## config.mk

```make
export PLATFORM = sky130hd
export DESIGN_NAME = dps_device_flat
export DESIGN_NICKNAME = d
export VERILOG_FILES = /design/src/include/dps_pkg.sv /design/src/include/dps_if.sv /design/src/dps_bank_timer.sv /design/src/dps_device.sv /design/src/flat_wrapper.sv
export SDC_FILE = /design/constraint.sdc
export NUM_CORES = 1
export LEC_CHECK = 0
export ABC_AREA = 1
export BUFFER_PORTS_ARGS = -buffer_cell sky130_fd_sc_hd__buf_2
export CAP_MARGIN = 20
export CORE_ASPECT_RATIO = 0.75
export CORE_UTILIZATION = 45
export CTS_CLUSTER_SIZE = 20
export DETAILED_ROUTE_END_ITERATION = 10
export PLACE_DENSITY = 0.63
export SYNTH_ARGS = -nofsm -noshare
export SYNTH_HDL_FRONTEND = slang
export SYNTH_SLANG_ARGS = --single-unit
```

## constraint.sdc

```tcl
create_clock -name clk -period 1.8 [get_ports clk]
set_clock_uncertainty 0.05 [all_clocks]
set_input_delay 0.36 -clock clk [delete_from_list [all_inputs] [get_ports clk]]
set_output_delay 0.36 -clock clk [all_outputs]
set_load 0.03 [all_outputs]
```

## src/include/dps_pkg.sv

```systemverilog
/*
 Constants, command encodings and timing counts for the precharge and
 self refresh block, shared by the device end and the controller end.
 Assumes a single 125 MHz clock and synchronous inputs.
*/
// What this block does
// PRECHARGE closes open row, one or all banks
// Controller waits tRP before activating bank
// Other-bank READ/WRITE allowed during auto precharge
// Precharged bank idle; activate before access
// Repeat precharge accepted; last one times period
// A10 selects single or all-bank precharge
// Bank address picks bank; ignored for all
// Controller applies tRPA after all, tRP single
// Self refresh keeps data without clock
// Self refresh entry is REFRESH with CKE low
// DLL off in self refresh; 200 cycles before READ
// Clock stable one period after entry
// Only CKE heeded during self refresh
// Clock stable one period before CKE rises
// CKE held high four registered edges
// Only NOP/DESELECT during exit delay
// Simple approach: 200 NOP cycles after exit
// EMR A6,A2 select 75, 150, 50 ohm termination
// EMR A6,A2 zero disables termination
package dps_pkg;
   localparam int NUM_BANKS   = 4;
   localparam int BA_W        = 2;
   localparam int ADDR_W      = 14;
   localparam int A10_POS     = 10;
   localparam int A6_POS      = 6;
   localparam int A2_POS      = 2;
   localparam int CLK_PS      = 8000;
   localparam int TRP_PS      = 15000;
   localparam int TRPA_PS     = 17500;
   localparam int TRP_CYC     = (TRP_PS + CLK_PS - 1) / CLK_PS;
   localparam int TRPA_CYC    = (TRPA_PS + CLK_PS - 1) / CLK_PS;
   localparam int DLL_CYC     = 200;
   localparam int CKE_REG_CYC = 4;
   localparam int CLK_PRE_CYC = 1;
   localparam int CNT_W       = 8;

   // {ras_n, cas_n, we_n}, cs_n low
   typedef enum logic [2:0] {
      DPS_CMD_MRS  = 3'h0,
      DPS_CMD_REF  = 3'h1,
      DPS_CMD_PRE  = 3'h2,
      DPS_CMD_ACT  = 3'h3,
      DPS_CMD_WR   = 3'h4,
      DPS_CMD_RD   = 3'h5,
      DPS_CMD_NOP  = 3'h7
   } dps_cmd_t;

   localparam logic [BA_W-1:0] EMR_BA = 2'h1;

   typedef enum logic [1:0] {
      DPS_ODT_OFF = 2'h0,
      DPS_ODT_75  = 2'h1,
      DPS_ODT_150 = 2'h2,
      DPS_ODT_50  = 2'h3
   } dps_odt_t;
endpackage : dps_pkg

```

## src/include/dps_if.sv

```systemverilog
/*
 Command link between controller and device end.
 Assumes both ends share clk.
*/
interface dps_if;
   logic                          cke;
   logic                          cs_n;
   logic                          ras_n;
   logic                          cas_n;
   logic                          we_n;
   logic [dps_pkg::BA_W-1:0]      ba;
   logic [dps_pkg::ADDR_W-1:0]    addr;

   modport ctrl (output cke, cs_n, ras_n, cas_n, we_n, ba, addr);
   modport dev  (input  cke, cs_n, ras_n, cas_n, we_n, ba, addr);
endinterface : dps_if

```

## src/dps_bank_timer.sv

```systemverilog
/*
 One bank's open/idle state and precharge countdown.
 Assumes single-cycle activate and precharge strobes.
*/
module dps_bank_timer #(
   parameter int CNT_W = dps_pkg::CNT_W
) (
   input  wire logic             clk,
   input  wire logic             sys_rst,
   input  wire logic             act,
   input  wire logic             pre,
   input  wire logic [CNT_W-1:0] pre_cyc,
   output logic                  open,
   output logic                  busy
);
   logic             open_r, open_nxt;
   logic [CNT_W-1:0] cnt_r, cnt_nxt;

   always_comb begin
      open_nxt = open_r;
      cnt_nxt  = cnt_r;
      if (cnt_r != '0) begin
         cnt_nxt = cnt_r - 1'b1;
      end
      if (pre) begin
         open_nxt = 1'b0;
         cnt_nxt  = pre_cyc;
      end else if (act && cnt_r == '0) begin
         open_nxt = 1'b1;
      end
   end

   always_ff @(posedge clk) begin
      if (sys_rst) begin
         open_r <= 1'b0;
         cnt_r  <= '0;
      end else begin
         open_r <= open_nxt;
         cnt_r  <= cnt_nxt;
      end
   end

   assign open = open_r;
   assign busy = (cnt_r != '0);
endmodule : dps_bank_timer

```

## src/dps_device.sv

```systemverilog
/*
 Device end: decodes precharge, self refresh entry/exit and EMR writes.
 Assumes controller honours its own waits; violations are flagged.
*/
module dps_device #(
   parameter int NUM_BANKS = dps_pkg::NUM_BANKS
) (
   input  wire logic             clk,
   input  wire logic             sys_rst,
   dps_if.dev                    lnk,
   output logic [NUM_BANKS-1:0]  bank_open,
   output logic [NUM_BANKS-1:0]  bank_busy,
   output logic                  self_refresh,
   output logic                  dll_on,
   output dps_pkg::dps_odt_t     odt_sel,
   output logic                  rd_early_err,
   output logic                  act_busy_err
);
   typedef enum logic [1:0] {
      DPS_D_RUN  = 2'h0,
      DPS_D_SR   = 2'h1,
      DPS_D_EXIT = 2'h2
   } dps_dst_t;

   dps_dst_t                  st_r, st_nxt;
   logic [dps_pkg::CNT_W-1:0] dcnt_r, dcnt_nxt;
   dps_pkg::dps_odt_t         odt_r, odt_nxt;
   logic                      rderr_r, rderr_nxt;
   logic                      acterr_r, acterr_nxt;
   logic [NUM_BANKS-1:0]      act_v, pre_v;
   logic [dps_pkg::CNT_W-1:0] pre_cyc;
   dps_pkg::dps_cmd_t         cmd;
   logic                      live;

   assign cmd  = dps_pkg::dps_cmd_t'({lnk.ras_n, lnk.cas_n, lnk.we_n});
   assign live = (st_r != DPS_D_SR) && lnk.cke && !lnk.cs_n;

   always_comb begin
      act_v   = '0;
      pre_v   = '0;
      pre_cyc = dps_pkg::CNT_W'(dps_pkg::TRP_CYC);
      if (live && cmd == dps_pkg::DPS_CMD_PRE) begin
         if (lnk.addr[dps_pkg::A10_POS]) begin
            pre_v   = '1;
            pre_cyc = dps_pkg::CNT_W'(dps_pkg::TRPA_CYC);
         end else begin
            pre_v[lnk.ba] = 1'b1;
         end
      end
      if (live && cmd == dps_pkg::DPS_CMD_ACT) begin
         act_v[lnk.ba] = 1'b1;
      end
   end

   for (genvar b = 0; b < NUM_BANKS; b++) begin : g_bank
      dps_bank_timer #(.CNT_W(dps_pkg::CNT_W)) u_bank (
         .clk     (clk),
         .sys_rst (sys_rst),
         .act     (act_v[b]),
         .pre     (pre_v[b]),
         .pre_cyc (pre_cyc),
         .open    (bank_open[b]),
         .busy    (bank_busy[b])
      );
   end

   always_comb begin
      st_nxt     = st_r;
      dcnt_nxt   = dcnt_r;
      odt_nxt    = odt_r;
      rderr_nxt  = 1'b0;
      acterr_nxt = 1'b0;
      if (dcnt_r != '0) begin
         dcnt_nxt = dcnt_r - 1'b1;
      end
      case (st_r)
         DPS_D_RUN: begin
            if (!lnk.cke && !lnk.cs_n && cmd == dps_pkg::DPS_CMD_REF) begin
               st_nxt = DPS_D_SR;
            end
         end
         DPS_D_SR: begin
            // Array contents held; no clock edges needed here
            if (lnk.cke) begin
               st_nxt   = DPS_D_EXIT;
               dcnt_nxt = dps_pkg::CNT_W'(dps_pkg::DLL_CYC - 1);
            end
         end
         DPS_D_EXIT: begin
            if (dcnt_r == '0) begin
               st_nxt = DPS_D_RUN;
            end
         end
         default: st_nxt = DPS_D_RUN;
      endcase
      if (live && cmd == dps_pkg::DPS_CMD_RD) begin
         rderr_nxt = (st_r == DPS_D_EXIT) || !bank_open[lnk.ba];
      end
      if (live && cmd == dps_pkg::DPS_CMD_ACT) begin
         acterr_nxt = bank_busy[lnk.ba];
      end
      if (live && cmd == dps_pkg::DPS_CMD_MRS && lnk.ba == dps_pkg::EMR_BA) begin
         odt_nxt = dps_pkg::dps_odt_t'({lnk.addr[dps_pkg::A6_POS],
                                        lnk.addr[dps_pkg::A2_POS]});
      end
   end

   always_ff @(posedge clk) begin
      if (sys_rst) begin
         st_r     <= DPS_D_RUN;
         dcnt_r   <= '0;
         odt_r    <= dps_pkg::DPS_ODT_OFF;
         rderr_r  <= 1'b0;
         acterr_r <= 1'b0;
      end else begin
         st_r     <= st_nxt;
         dcnt_r   <= dcnt_nxt;
         odt_r    <= odt_nxt;
         rderr_r  <= rderr_nxt;
         acterr_r <= acterr_nxt;
      end
   end

   assign self_refresh = (st_r == DPS_D_SR);
   assign dll_on       = (st_r == DPS_D_RUN);
   assign odt_sel      = odt_r;
   assign rd_early_err = rderr_r;
   assign act_busy_err = acterr_r;
endmodule : dps_device

```

## src/flat_wrapper.sv

```systemverilog
// flat-port wrapper written by rule: the top's interface ports become plain ports
module dps_device_flat 
#(
   parameter int NUM_BANKS = dps_pkg::NUM_BANKS
)
  (clk, sys_rst, bank_open, bank_busy, self_refresh, dll_on, odt_sel, rd_early_err, act_busy_err, lnk_cke, lnk_cs_n, lnk_ras_n, lnk_cas_n, lnk_we_n, lnk_ba, lnk_addr);
  dps_if lnk_i ();
  input  wire logic clk;
  input  wire logic sys_rst;
  output logic [NUM_BANKS-1:0] bank_open;
  output logic [NUM_BANKS-1:0] bank_busy;
  output logic self_refresh;
  output logic dll_on;
  output dps_pkg::dps_odt_t odt_sel;
  output logic rd_early_err;
  output logic act_busy_err;
  input wire logic [$bits(lnk_i.cke)-1:0] lnk_cke;
  input wire logic [$bits(lnk_i.cs_n)-1:0] lnk_cs_n;
  input wire logic [$bits(lnk_i.ras_n)-1:0] lnk_ras_n;
  input wire logic [$bits(lnk_i.cas_n)-1:0] lnk_cas_n;
  input wire logic [$bits(lnk_i.we_n)-1:0] lnk_we_n;
  input wire logic [$bits(lnk_i.ba)-1:0] lnk_ba;
  input wire logic [$bits(lnk_i.addr)-1:0] lnk_addr;
  assign lnk_i.cke = lnk_cke;
  assign lnk_i.cs_n = lnk_cs_n;
  assign lnk_i.ras_n = lnk_ras_n;
  assign lnk_i.cas_n = lnk_cas_n;
  assign lnk_i.we_n = lnk_we_n;
  assign lnk_i.ba = lnk_ba;
  assign lnk_i.addr = lnk_addr;
  dps_device #(.NUM_BANKS(NUM_BANKS)) u_core (.clk(clk), .sys_rst(sys_rst), .lnk(lnk_i), .bank_open(bank_open), .bank_busy(bank_busy), .self_refresh(self_refresh), .dll_on(dll_on), .odt_sel(odt_sel), .rd_early_err(rd_early_err), .act_busy_err(act_busy_err));
endmodule
```

**Word level (Yosys, flattened, before mapping)**

Index checks and enable logic that the tools add are counted.

- Add/sub/neg operators: 5
- Magnitude comparators: 2
- Equality and inequality tests: 11
- Mux-type cells: 26
- Bitwise gates (word level): 2
- Reduce and logical (&&, ||, !) cells: 41

Operator list:

| operator | count |
|---|---|
| $mux W8 | 11 |
| $logic_not A8 Y1 | 5 |
| $reduce_bool A8 Y1 | 5 |
| $sub A8 B1 Y8 const B | 5 |
| $logic_and A1 B1 Y1 | 14 |
| $mux W4 | 3 |
| $reduce_or A2 Y1 | 6 |
| $ne A2 B1 Y1 const B | 4 |
| $reduce_bool A2 Y1 | 4 |
| $eq A3 B2 Y1 const B | 2 |
| $mux W2 | 3 |
| $pmux W2 S3 | 1 |
| $mux W1 | 5 |
| $bmux W1 S2 | 2 |
| $eq A2 B1 Y1 const B | 2 |
| $eq A3 B1 Y1 const B | 1 |
| $eq A3 B3 Y1 const B | 1 |
| $logic_not A1 Y1 | 3 |
| $logic_not A3 Y1 | 1 |
| $lt A2 B3 Y1 const B | 1 |
| $reduce_and A3 Y1 | 1 |
| $demux W1 S2 | 1 |
| $eq A2 B2 Y1 const B | 1 |
| $ge A2 B1 Y1 const B | 1 |
| other kinds (3) | 4 |

- Flip-flop bits (word level): 50
- Bits of input ports: 23
- Output and inout bits: 14
- Word-level logic and storage cells: 100

**Logic depth before layout (Yosys ltp)**

Gate-level depths: netlist of run 1.

- Word-level depth: 7
- Mapped depth: 9
- Mapped depth without buffers: 9

**Hierarchy**

From an unflattened synthesis of run 1, not the netlist that was laid out.

- Cell total of the unflattened synthesis: 436
- Area total of the unflattened synthesis: 3,118.0 um2

By module, submodules not included:

| module | instances | cells each | area each (um2) | seq. area each (um2) |
|---|---|---|---|---|
| dps_bank_timer (u_core.g_bank[0].u_bank ...) | 3 | 76 | 544.3 | 180.2 |
| dps_device | 1 | 133 | 908.4 | 280.3 |
| dps_bank_timer (u_core.g_bank[1].u_bank) | 1 | 75 | 576.8 | 180.2 |

**Worst setup path before layout of run 1**

Ideal clock, no wire load.

- Path type: register -> output
- Start: reg u_core.g_bank[1].u_bank.cnt_r[0]
- End: out bank_busy[1]
- Arrival time: 1.242 ns
- Data required time: 1.390 ns
- Path slack: 0.148 ns
- Stages on the path, launching flop included: 7
- Path buffers: 1
- Cell sequence: dfxtp_1 inv_1 ha_1 nand2_1 nor2_1 inv_1 buf_4

- Cells in the longest elaborated chain, start to end: 1

RTL lines:

| item | RTL line | text |
|---|---|---|
| from (decl) | dps_bank_timer.sv:17 | `logic [CNT_W-1:0] cnt_r, cnt_nxt;` |
| from (signal assigned) | dps_bank_timer.sv:39 | `cnt_r <= cnt_nxt;` |
| $reduce_bool A8 Y1 | dps_bank_timer.sv:44 | `assign busy = (cnt_r != '0);` |
| to (decl) | flat_wrapper.sv:11 | `output logic [NUM_BANKS-1:0] bank_busy;` |

No other way between the ends.

**Worst setup path after layout of run 1**

- Start: reg u_core.g_bank[3].u_bank.cnt_r[0]
- End: out bank_busy[3]

- Cells in the longest elaborated chain, start to end: 1

RTL lines:

| item | RTL line |
|---|---|
| from (decl) | dps_bank_timer.sv:17 |
| from (signal assigned) | dps_bank_timer.sv:39 |
| $reduce_bool A8 Y1 | dps_bank_timer.sv:44 |

No other way between the ends.

==> impl_metrics.json, run 1 <==
{
  "grt_max_degree": 21,
  "cts_buffers": 5,
  "grt_first_pass_wirelength_mm": 10.3,
  "r2r_setup_slack_ns": 0.35,
  "drv_slew": 0,
  "wl_per_cell_um": 11.0,
  "final_cells": 548,
  "ir_drop_mv": 0.805,
  "synth_xor_xnor_area_share_pct": 3.15,
  "max_slew_margin_pct": 78.0,
  "start_util_pct": 47.3,
  "route.detailed.drc": 0,
  "clk_path_buf_depth": 2,
  "finalSetupViolCount": 0,
  "drtPass1Iterations": 4,
  "place_ws_ns": 0.149,
  "synth_top_family_by_area": "simple AND/OR/NAND/NOR gates",
  "required_ns": 1.39,
  "synth_compound_area_share_pct": 6.56,
  "final_antenna_net_count": 0,
  "multi_input_area_um2": 1490,
  "worstPathCellList": "inv_2 > ha_4 > inv_1 > nor2_2 > nand2_2 > buf_4",
  "synth-seq-area-share_pct": 36.0,
  "crit_path_top_delay_cell": "dfxtp_1",
  "ctsHoldBuffers": 0,
  "slowest_delay_ns": 0.33,
  "clk_pin_slew_ns": 0.09,
  "fin_nets": 498,
  "fillers": 601,
  "placedCellCount": 537,
  "antenna_found_initial": 0,
  "gp_congestion": 0.894,
  "core_um2": 5890,
  "min_path_type": "input pin to flip-flop",
  "portBuffers": 25,
  "cts_sinks": 50,
  "yosys.area_share.simple_pct": 39.5,
  "via_per_inst": 4.82,
  "worstSetupEndpointType": "primary output",
  "status": "finished clean",
  "rows": 24,
  "num_io_pins": 37,
  "num_antenna_cells": 0,
  "first_global_vias": 2384,
  "crit_family": "flip-flops",
  "seqCellArea_um2": 1000,
  "ys_seq_elements": 50,
  "critPathLaunchType": "flip-flop",
  "syn_inst": 434,
  "tightest_slew_ns": 0.327,
  "finalHoldViolations": 0,
  "power_density_nw_per_um2": 1850,
  "dr_total_vias": 2641,
  "drt_wl_total_mm": 6.00,
  "htree_levels": 2,
  "path_max_fanout": 4,
  "fin_ws_ns": 0.0740,
  "syn_nets": 463,
  "drt_iter0_markers": 126,
  "syn-cell-area_um2": 2780,
  "synth_mux_area_share_pct": 0,
  "drive_above_1_share_pct": 15.5,
  "overflow": 0,
  "grt_usage_pct": 19.7,
  "fmax_ghz": 0.579,
  "synth_fa_ha_area_share_pct": 2.70,
  "die_w_um": 92.8,
  "avgSynthCellArea_um2": 6.41,
  "finalPower_mw": 5.92,
  "clk_latency_ns": 0.31,
  "leakagePower_nw": 1.60,
  "dieArea_um2": 6510,
  "path_buf_inv": 3,
  "path_class": "flip-flop to primary output",
  "max-cap-violations": 0,
  "die_y_um": 70.1,
  "root_buffer": "clkbuf_8",
  "dp_hpwl_mm": 4.55,
  "yosysWarnings": 0,
  "cts_tree": "built",
  "area_delta_synth_final_pct": 15.3,
  "timing.final.crit_share_pct": 95.9,
  "worstPathArrival_ns": 1.32,
  "min_period_ns": 1.73,
  "rsz0062_at_grt": "true",
  "synth.distinct_cells": 26
}
[path summary, 6_finish.rpt]
check                                         from  cells after the start                            to
setup reg to reg                  u_core.dcnt_r[0]                      7              u_core.dcnt_r[5]
hold / removal                         lnk_addr[2]                      3             u_core.odt_sel[0]
hold reg to reg       u_core.g_bank[2].u_bank.open                      2  u_core.g_bank[2].u_bank.open
setup / recovery  u_core.g_bank[3].u_bank.cnt_r[0]                      6                  bank_busy[3]
[report_power, final]
| part | internal, mW | switching [mW] | total, mW |
|---|---|---|---|
| Combinational | 1.35 | 1.99 | 3.34 |
| Sequential | 1.49 | 0.294 | 1.79 |
| Clock | 0.410 | 0.389 | 0.799 |
[cell usage after synthesis (all sizes together)]
| library cell | instances | area, um^2 |
|---|---|---|
| nor2 | 86 | 333 |
| a22oi | 2 | 15.0 |
| a21oi | 19 | 95.1 |
| or2 | 2 | 12.5 |
| dfxtp | 50 | 1000 |
| xor2 | 7 | 61.3 |
| nor3 | 6 | 41.3 |
| nand3 | 49 | 273 |
| nand2 | 96 | 363 |
| a31oi | 2 | 12.5 |
| nand3b | 1 | 7.51 |
| xnor2 | 3 | 26.3 |
| inv | 69 | 259 |
| ha | 6 | 75.1 |
| nand4 | 11 | 68.8 |
| buf | 9 | 65.1 |
| clkbuf | 3 | 11.3 |
| o21ai | 12 | 60.1 |
| clkinv | 1 | 3.75 |
[worst register-to-register path, delay by kind of cell, from the launching register on]
kind	cells	cell delay, ns
AND/OR/NAND/NOR	5	0.68
flip-flops	1	0.35
adder cells (fa/ha/maj)	1	0.21
buffers and inverters	1	0.10
[routing by layer]
layer,vias to the layer above,GRT usage (%),wire length [um]
li1,1423,-,-
met1,1172,27.2,3040
met2,42,30.9,2670
met3,4,4.14,239
met4,0,5.64,50
met5,-,0,0
[stage by stage]
step | setup TNS [ns] | utilization, % | cell area (um^2) | hold WS [ns]
after floorplan | 0 | - | 2780 | 0.391
after global placement | 0 | 51.3 | 3020 | 0.403
after detailed placement | 0 | 51.3 | 3020 | 0.411
after CTS | 0 | 54.0 | 3180 | 0.218
after global routing | -0.00257 | 54.5 | 3210 | 0.248
final | 0 | 54.5 | 3210 | 0.223
[cell usage in the layout, fill, tap and decap left out, types with 7 or more instances in the layout]
master	instances
a21oi_1	19
buf_2	22
buf_4	17
dfxtp_1	48
inv_1	65
nand2_1	92
nand3_1	45
nand4_1	11
nor2_1	81
o21ai_0	12
xor2_1	7
[kinds of logic after synthesis]
group                      Yosys count
and+or+nand+nor                    251
adders and majority gates            6
DFF                                 50
xor gates and xnor gates            10
AOI/OAI and AO/OA                   35
buffers and inverters               82
[registers in the layout (all words and copies together), names as in the netlist]
signal,flops
u_core.odt_sel,2
u_core.dcnt_r,8
u_core.act_busy_err,1
u_core.st_r,2
u_core.g_bank.u_bank.cnt_r,32
u_core.g_bank.u_bank.open,4
u_core.rd_early_err,1
[what timing repair did]
| action | in CTS | in global routing |
|---|---|---|
| buffers inserted | 2 | 1 |
| setup endpoints to repair | 3 | 3 |
| resized for setup | 11 | 11 |
| pin swaps | 2 | 2 |
| gates cloned | 0 | 0 |
[final cells by class]
cell class | instances | share of cell area (%)
clock inverter | 3 | 1.25
clock buffer | 5 | 2.14
tap | 78 | 3.04
inverter | 70 | 8.19
timing repair buffer | 40 | 7.64
multi-input combinational | 302 | 46.5
sequential | 50 | 31.3
Note: power is estimated with default switching activity, not from simulation.
==> run 2: changes to the inputs <==
PLACE_DENSITY = 0.71   (was 0.63)
==> run 2 against run 1 <==
Maximum frequency about the same; sequential share of layout area about the same; register-to-register slack barely moved; non-clock buffer count is 2 lower; clock-buffer cell count grew 2; flip-flop and latch count is the same; largest cell class unchanged.
==> impl_metrics.json, run 2 (synthesized netlist as in run 1, its figures left out) <==
{
  "max_slew_margin_pct": 71.4,
  "multi_input_area_um2": 1500,
  "worstRegToRegCells": 7,
  "final_common_cell": "nand2_1",
  "clk_path_buf_depth": 2,
  "gp_congestion": 0.867,
  "ir_drop_mv": 0.974,
  "clk_latency_ns": 0.30,
  "path_class": "flip-flop to primary output",
  "finalSetupViolCount": 0,
  "via_per_inst": 4.88,
  "grt_first_pass_wirelength_mm": 10.1,
  "leakagePower_nw": 1.59,
  "use_met3_pct": 3.92,
  "largest_reg_flops": 32,
  "drive_above_1_share_pct": 14.5,
  "ctsHoldBuffers": 0,
  "rows": 24,
  "place_ws_ns": 0.175,
  "cts_tree": "built",
  "timing.rr.start": "u_core.dcnt_r[0]",
  "wl_per_cell_um": 11.0,
  "path_max_fanout": 4,
  "r2r_setup_slack_ns": 0.36,
  "num_io_pins": 37,
  "hold_path.startpoint": "lnk_addr[2]",
  "drtPass1Iterations": 4,
  "antenna_found_initial": 0,
  "gr-usage-met2_pct": 30.1,
  "timing.final.crit_share_pct": 96.0,
  "power_density_nw_per_um2": 1840,
  "power.internal_mw": 3.26,
  "status": "finished clean",
  "met1_usage_pct": 27.0,
  "top_register": "u_core.g_bank.u_bank.cnt_r",
  "core_um2": 5890,
  "root_buffer": "clkbuf_8",
  "route.detailed.drc": 0,
  "switchingPower_mw": 2.65,
  "whs_path_depth": 3,
  "fin_util_pct": 54.5,
  "busiest_layer": "met2",
  "htree_levels": 2,
  "fillers": 594,
  "min_to": "u_core.odt_sel[0]",
  "grt_usage_pct": 19.2,
  "grt_max_degree": 21,
  "min_path_type": "input pin to flip-flop",
  "holdWs_ns": 0.227,
  "finalHoldViolations": 0,
  "required_ns": 1.39,
  "fmax_ghz": 0.579,
  "p_comb_share_pct": 56.5,
  "seqCellArea_um2": 1000,
  "drt_wl_total_mm": 6.00,
  "drv_slew": 0,
  "cts_sinks": 50,
  "power.share.sequential_pct": 30.2,
  "first_global_vias": 2311,
  "die_w_um": 92.8,
  "dieArea_um2": 6510,
  "start_util_pct": 47.3,
  "worstSetupEndpointType": "primary output",
  "switching_share_pct": 44.9,
  "critPathLaunchType": "flip-flop",
  "overflow": 0,
  "dr_total_vias": 2665,
  "max-cap-violations": 0,
  "drt_iter0_markers": 151,
  "timing.rr.end": "u_core.dcnt_r[5]",
  "fin_ws_ns": 0.0724,
  "num_antenna_cells": 0,
  "min_period_ns": 1.73,
  "fin_nets": 496,
  "clockPowerShare_pct": 13.2,
  "worstPathArrival_ns": 1.32,
  "layout_common_cells": "94 x nand2_1, 81 x nor2_1, 65 x inv_1",
  "clk_pin_slew_ns": 0.09,
  "tightest_slew_ns": 0.427,
  "final_antenna_net_count": 0,
  "cts_buffers": 5,
  "die_y_um": 70.1,
  "area_delta_synth_final_pct": 15.3,
  "portBuffers": 25,
  "dp_hpwl_mm": 4.47
}
## run 2: cell count changes in the layout (fill, tap and decap cells not counted), moves of 2 or more
cell | before | now
clkbuf_1 | 0 | 2
clkinv_2 | 2 | 0
ha_4 | 2 | 4
nand2_1 | 92 | 94
nand2_2 | 4 | 2
## run 2: routing by layer
metal | wire (um) | vias to the layer above
li1 | - | 1420
met3 | 231 | 5
met1 | 3040 | 1191
met4 | 42 | 0
met2 | 2690 | 49
met5 | 0 | -
## run 2: power by group through the flow
stage                     Clock (mW)  Sequential (mW)  Combinational [mW]
after floorplan                    0             1.72                2.54
after global placement             0             1.78                2.97
after detailed placement           0             1.79                3.06
after CTS                      0.804             1.77                3.19
after global routing           0.850             1.84                3.81
final                          0.781             1.79                3.35
## run 2: worst max-delay path, cell delays in order, from the launching register on
cell	delay, ns
dfxtp_1	0.33
inv_1	0.12
ha_4	0.17
nand4_1	0.20
buf_6	0.21
## run 2: worst max path at each step
| stage | from | end | slack [ns] |
|---|---|---|---|
| global route | u_core.g_bank[3].u_bank.cnt_r[0] | bank_busy[3] | -0.02 |
| CTS | u_core.g_bank[1].u_bank.cnt_r[1] | bank_busy[1] | 0.001 |
| finish | u_core.g_bank[2].u_bank.cnt_r[0] | bank_busy[2] | 0.07 |
| global placement | u_core.g_bank[1].u_bank.cnt_r[0] | bank_busy[1] | 0.20 |
| floorplan | u_core.g_bank[1].u_bank.cnt_r[0] | bank_busy[1] | 0.15 |
| detailed placement | lnk_we_n | u_core.g_bank[0].u_bank.cnt_r[4] | 0.17 |
## run 2: through the flow
| step | setup TNS [ns] | power (mW) | instance area (um^2) | cells |
|---|---|---|---|---|
| floorplan | 0 | 4.26 | 2780 | 434 |
| CTS | 0 | 5.77 | 3160 | 545 |
| finish | 0 | 5.92 | 3210 | 546 |
| detailed placement | 0 | 4.85 | 3010 | 536 |
| global route | -0.0236 | 6.50 | 3210 | 546 |
| global placement | 0 | 4.75 | 3010 | 536 |
## run 2: final cells by class
class                   count  share of cell area (%)
clock buffers               7                    2.38
clock inverters             1                   0.935
inverters                  70                    8.18
multi-input cells         302                    46.8
flip-flops and latches     50                    31.3
well taps                  78                    3.04
repair buffers             38                    7.37
## run 2: repair_timing
action                                 in CTS  in global routing
endpoints found under the hold margin       0                  0
setup endpoints to repair                   3                  4
buffers inserted                            1                  1
pin swaps                                   2                  2
resized for setup                           8                 18
==> run 3: changes to the inputs <==
CORE_ASPECT_RATIO = default   (was 0.75)
PLACE_DENSITY = 0.7   (was 0.71)
SYNTH_HIERARCHICAL = 1   (was default)
==> run 3 against run 2 <==
First-iteration DRC count down 44%; sequential share of layout area down 4.2 points; critical path depth up 2; synthesized cell count up 0.46%; largest cell class unchanged.
==> impl_metrics.json, run 3 <==
{
  "grt_max_degree": 29,
  "critPathLaunchType": "flip-flop",
  "async_flop_share_pct": 0,
  "p_comb_share_pct": 56.6,
  "cts_buffers": 5,
  "dpl_cell_area_um2": 3510,
  "path_max_fanout": 3,
  "num_antenna_cells": 0,
  "cts_sinks": 50,
  "final_cells": 583,
  "postLayoutCellArea_um2": 3730,
  "crit_path_top_delay_cell": "dfxtp_1",
  "ctsHoldBuffers": 0,
  "yosysTopAreaCell": "dfxtp_1",
  "place_ws_ns": 0.0604,
  "worstSetupEndpointType": "primary output",
  "portBuffers": 25,
  "ys_seq_elements": 50,
  "syn-cell-area_um2": 3120,
  "slowest_delay_ns": 0.37,
  "status": "finished clean",
  "worstPathCellList": "inv_1 > ha_1 > nand2_2 > nor2_8 > inv_1 > buf_4",
  "ir_drop_mv": 0.868,
  "crit_top_cell": "inv_1",
  "largest_reg_flops": 32,
  "rsz0062_at_grt": "false",
  "max-cap-violations": 0,
  "root_buffer": "clkbuf_8",
  "rows": 29,
  "clk_pin_slew_ns": 0.09,
  "min_path_type": "input pin to flip-flop",
  "syn_inst": 436,
  "overflow": 0,
  "path_class": "flip-flop to primary output",
  "avgSynthCellArea_um2": 7.15,
  "min_period_ns": 1.74,
  "clk_latency_ns": 0.30,
  "placedCellCount": 570,
  "power.share.sequential_pct": 28.2,
  "drv_slew": 0,
  "crit_family": "flip-flops",
  "start_util_pct": 47.7,
  "route.detailed.drc": 0,
  "die_w_um": 85.2,
  "top_register": "u_core/g_bank.u_bank/cnt_r",
  "htree_levels": 2,
  "final_common_cell": "nand2_1",
  "layout_common_cells": "78 x nand2_1, 56 x nor2_1, 50 x inv_1",
  "path_buf_inv": 3,
  "yosys-top-cells-count": "78 x nand2_1, 56 x inv_1, 56 x nor2_1, 50 x dfxtp_1, 39 x a21oi_1",
  "area_delta_synth_final_pct": 19.6,
  "grt_first_pass_wirelength_mm": 10.8,
  "synth-seq-area-share_pct": 32.1,
  "synth-main-ff-cell": "dfxtp_1",
  "via_per_inst": 4.79,
  "core_um2": 6530,
  "switchingPower_mw": 2.83,
  "die_y_um": 85.2,
  "wl_per_cell_um": 10.8,
  "num_io_pins": 37,
  "clk_path_buf_depth": 2,
  "leakagePower_nw": 1.74,
  "synth.area.top_cells": "dfxtp_1 32%, nand2_1 9.4%, inv_1 6.7%",
  "first_global_vias": 2559,
  "clockPowerShare_pct": 15.2,
  "dieArea_um2": 7270,
  "synth_edf_count": 0,
  "worstPathArrival_ns": 1.33,
  "drive_above_1_share_pct": 24.7,
  "finalSetupViolCount": 0,
  "required_ns": 1.39,
  "gp_congestion": 0.832,
  "drt_iter0_markers": 84,
  "final_antenna_net_count": 0,
  "synthMostInstantiatedCell": "nand2_1",
  "tns_ns": 0,
  "synth.distinct_cells": 31,
  "drt_wl_total_mm": 6.32,
  "antenna_found_initial": 0,
  "cts_tree": "built",
  "dr_total_vias": 2791,
  "drtPass1Iterations": 4,
  "grt_usage_pct": 18.3,
  "yosysWarnings": 6,
  "fillers": 618,
  "timing.final.crit_share_pct": 96.9,
  "switching_share_pct": 44.7,
  "power_density_nw_per_um2": 1700,
  "fin_ws_ns": 0.0556,
  "synth.top_cell.area_share_pct": 32.1,
  "holdWs_ns": 0.250,
  "power.internal_mw": 3.50,
  "fin_nets": 538,
  "fmax_ghz": 0.573,
  "dp_hpwl_mm": 4.76,
  "finalHoldViolations": 0
}
## run 3: cell types whose count changed after synthesis, sizes merged, moves of 4 or more
| cell | before | now |
|---|---|---|
| buf | 9 | 4 |
| ha | 6 | 10 |
| nand3 | 49 | 24 |
| nor3 | 6 | 15 |
| a21oi | 19 | 40 |
| nor2 | 86 | 76 |
| inv | 69 | 61 |
| xor2 | 7 | 14 |
| o21ai | 12 | 26 |
## run 3: power by group through the flow
stage / registers (mW) / clock network, mW / logic, mW
finish: 1.79 / 0.964 / 3.58
global placement: 1.78 / 0 / 3.34
global route: 1.84 / 1.04 / 4.05
CTS: 1.77 / 1.00 / 3.55
floorplan: 1.72 / 0 / 2.89
detailed placement: 1.79 / 0 / 3.43
## run 3: what timing repair did
action | 4_1_cts | 5_1_grt
pin swaps | 4 | 1
endpoints found under the setup margin | 4 | 18
gates resized for setup | 6 | 18
setup buffers | 4 | 1
## run 3: kinds of logic (layout without fill, tap and decap cells)
| logic type | Yosys count | count (layout) | synth area share [%] |
|---|---|---|---|
| AO/OA/AOI/OAI | 69 | 69 | 11.5 |
| XOR/XNOR | 17 | 17 | 4.78 |
| flip-flops | 50 | 50 | 32.1 |
| other | 2 | 28 | 0.241 |
| AND/OR/NAND/NOR | 222 | 222 | 39.2 |
| buffers and inverters | 66 | 110 | 8.11 |
| adder cells (fa/ha/maj) | 10 | 10 | 4.01 |
## run 3: tightest hold or removal path: stages
cell    delay (ns)
buf_2         0.08
nor3_1        0.04
nor2_1        0.09
## run 3: metrics by stage
| step | total power, mW | util [%] |
|---|---|---|
| 2_1_floorplan | 4.61 | - |
| 3_3_place_gp | 5.12 | 53.7 |
| 3_5_place_dp | 5.22 | 53.7 |
| 4_1_cts | 6.33 | 56.5 |
| 5_1_grt | 6.93 | 57.1 |
| 6_report | 6.34 | 57.1 |
## run 3: per-layer routing
| layer | routed length (um) | GRT usage [%] | part of all wire, % | up-vias |
|---|---|---|---|---|
| met1 | 3070 | 23.7 | 49 | 1239 |
| li1 | - | - | - | 1496 |
| met4 | 106 | 7.09 | 1.7 | 0 |
| met3 | 201 | 2.72 | 3.2 | 11 |
| met2 | 2940 | 30.5 | 47 | 45 |
| met5 | 0 | 0 | 0 | - |
## run 3: path summary, 6_finish.rpt
path,start,end,slack (ns),depth (start not counted)
worst max-delay path,u_core/g_bank[3].u_bank/cnt_r[1],bank_busy[3],0.06,6
worst min-delay path,lnk_addr[6],u_core/odt_sel[1],0.25,3
worst max register to register,u_core/st_r[1],u_core/g_bank[3].u_bank/cnt_r[0],0.17,9
worst min register to register,u_core/st_r[1],u_core/st_r[1],0.47,2
## run 3: layout make-up
class	instances	area, um^2	share of cell area (%)
Sequential cell	50	1010	27.1
Tap cell	77	96.3	2.58
Multi-Input combinational cell	346	1980	53.0
Inverter	61	229	6.14
Clock inverter	2	60.1	1.61
Clock buffer	6	82.6	2.21
Timing Repair Buffer	41	275	7.38
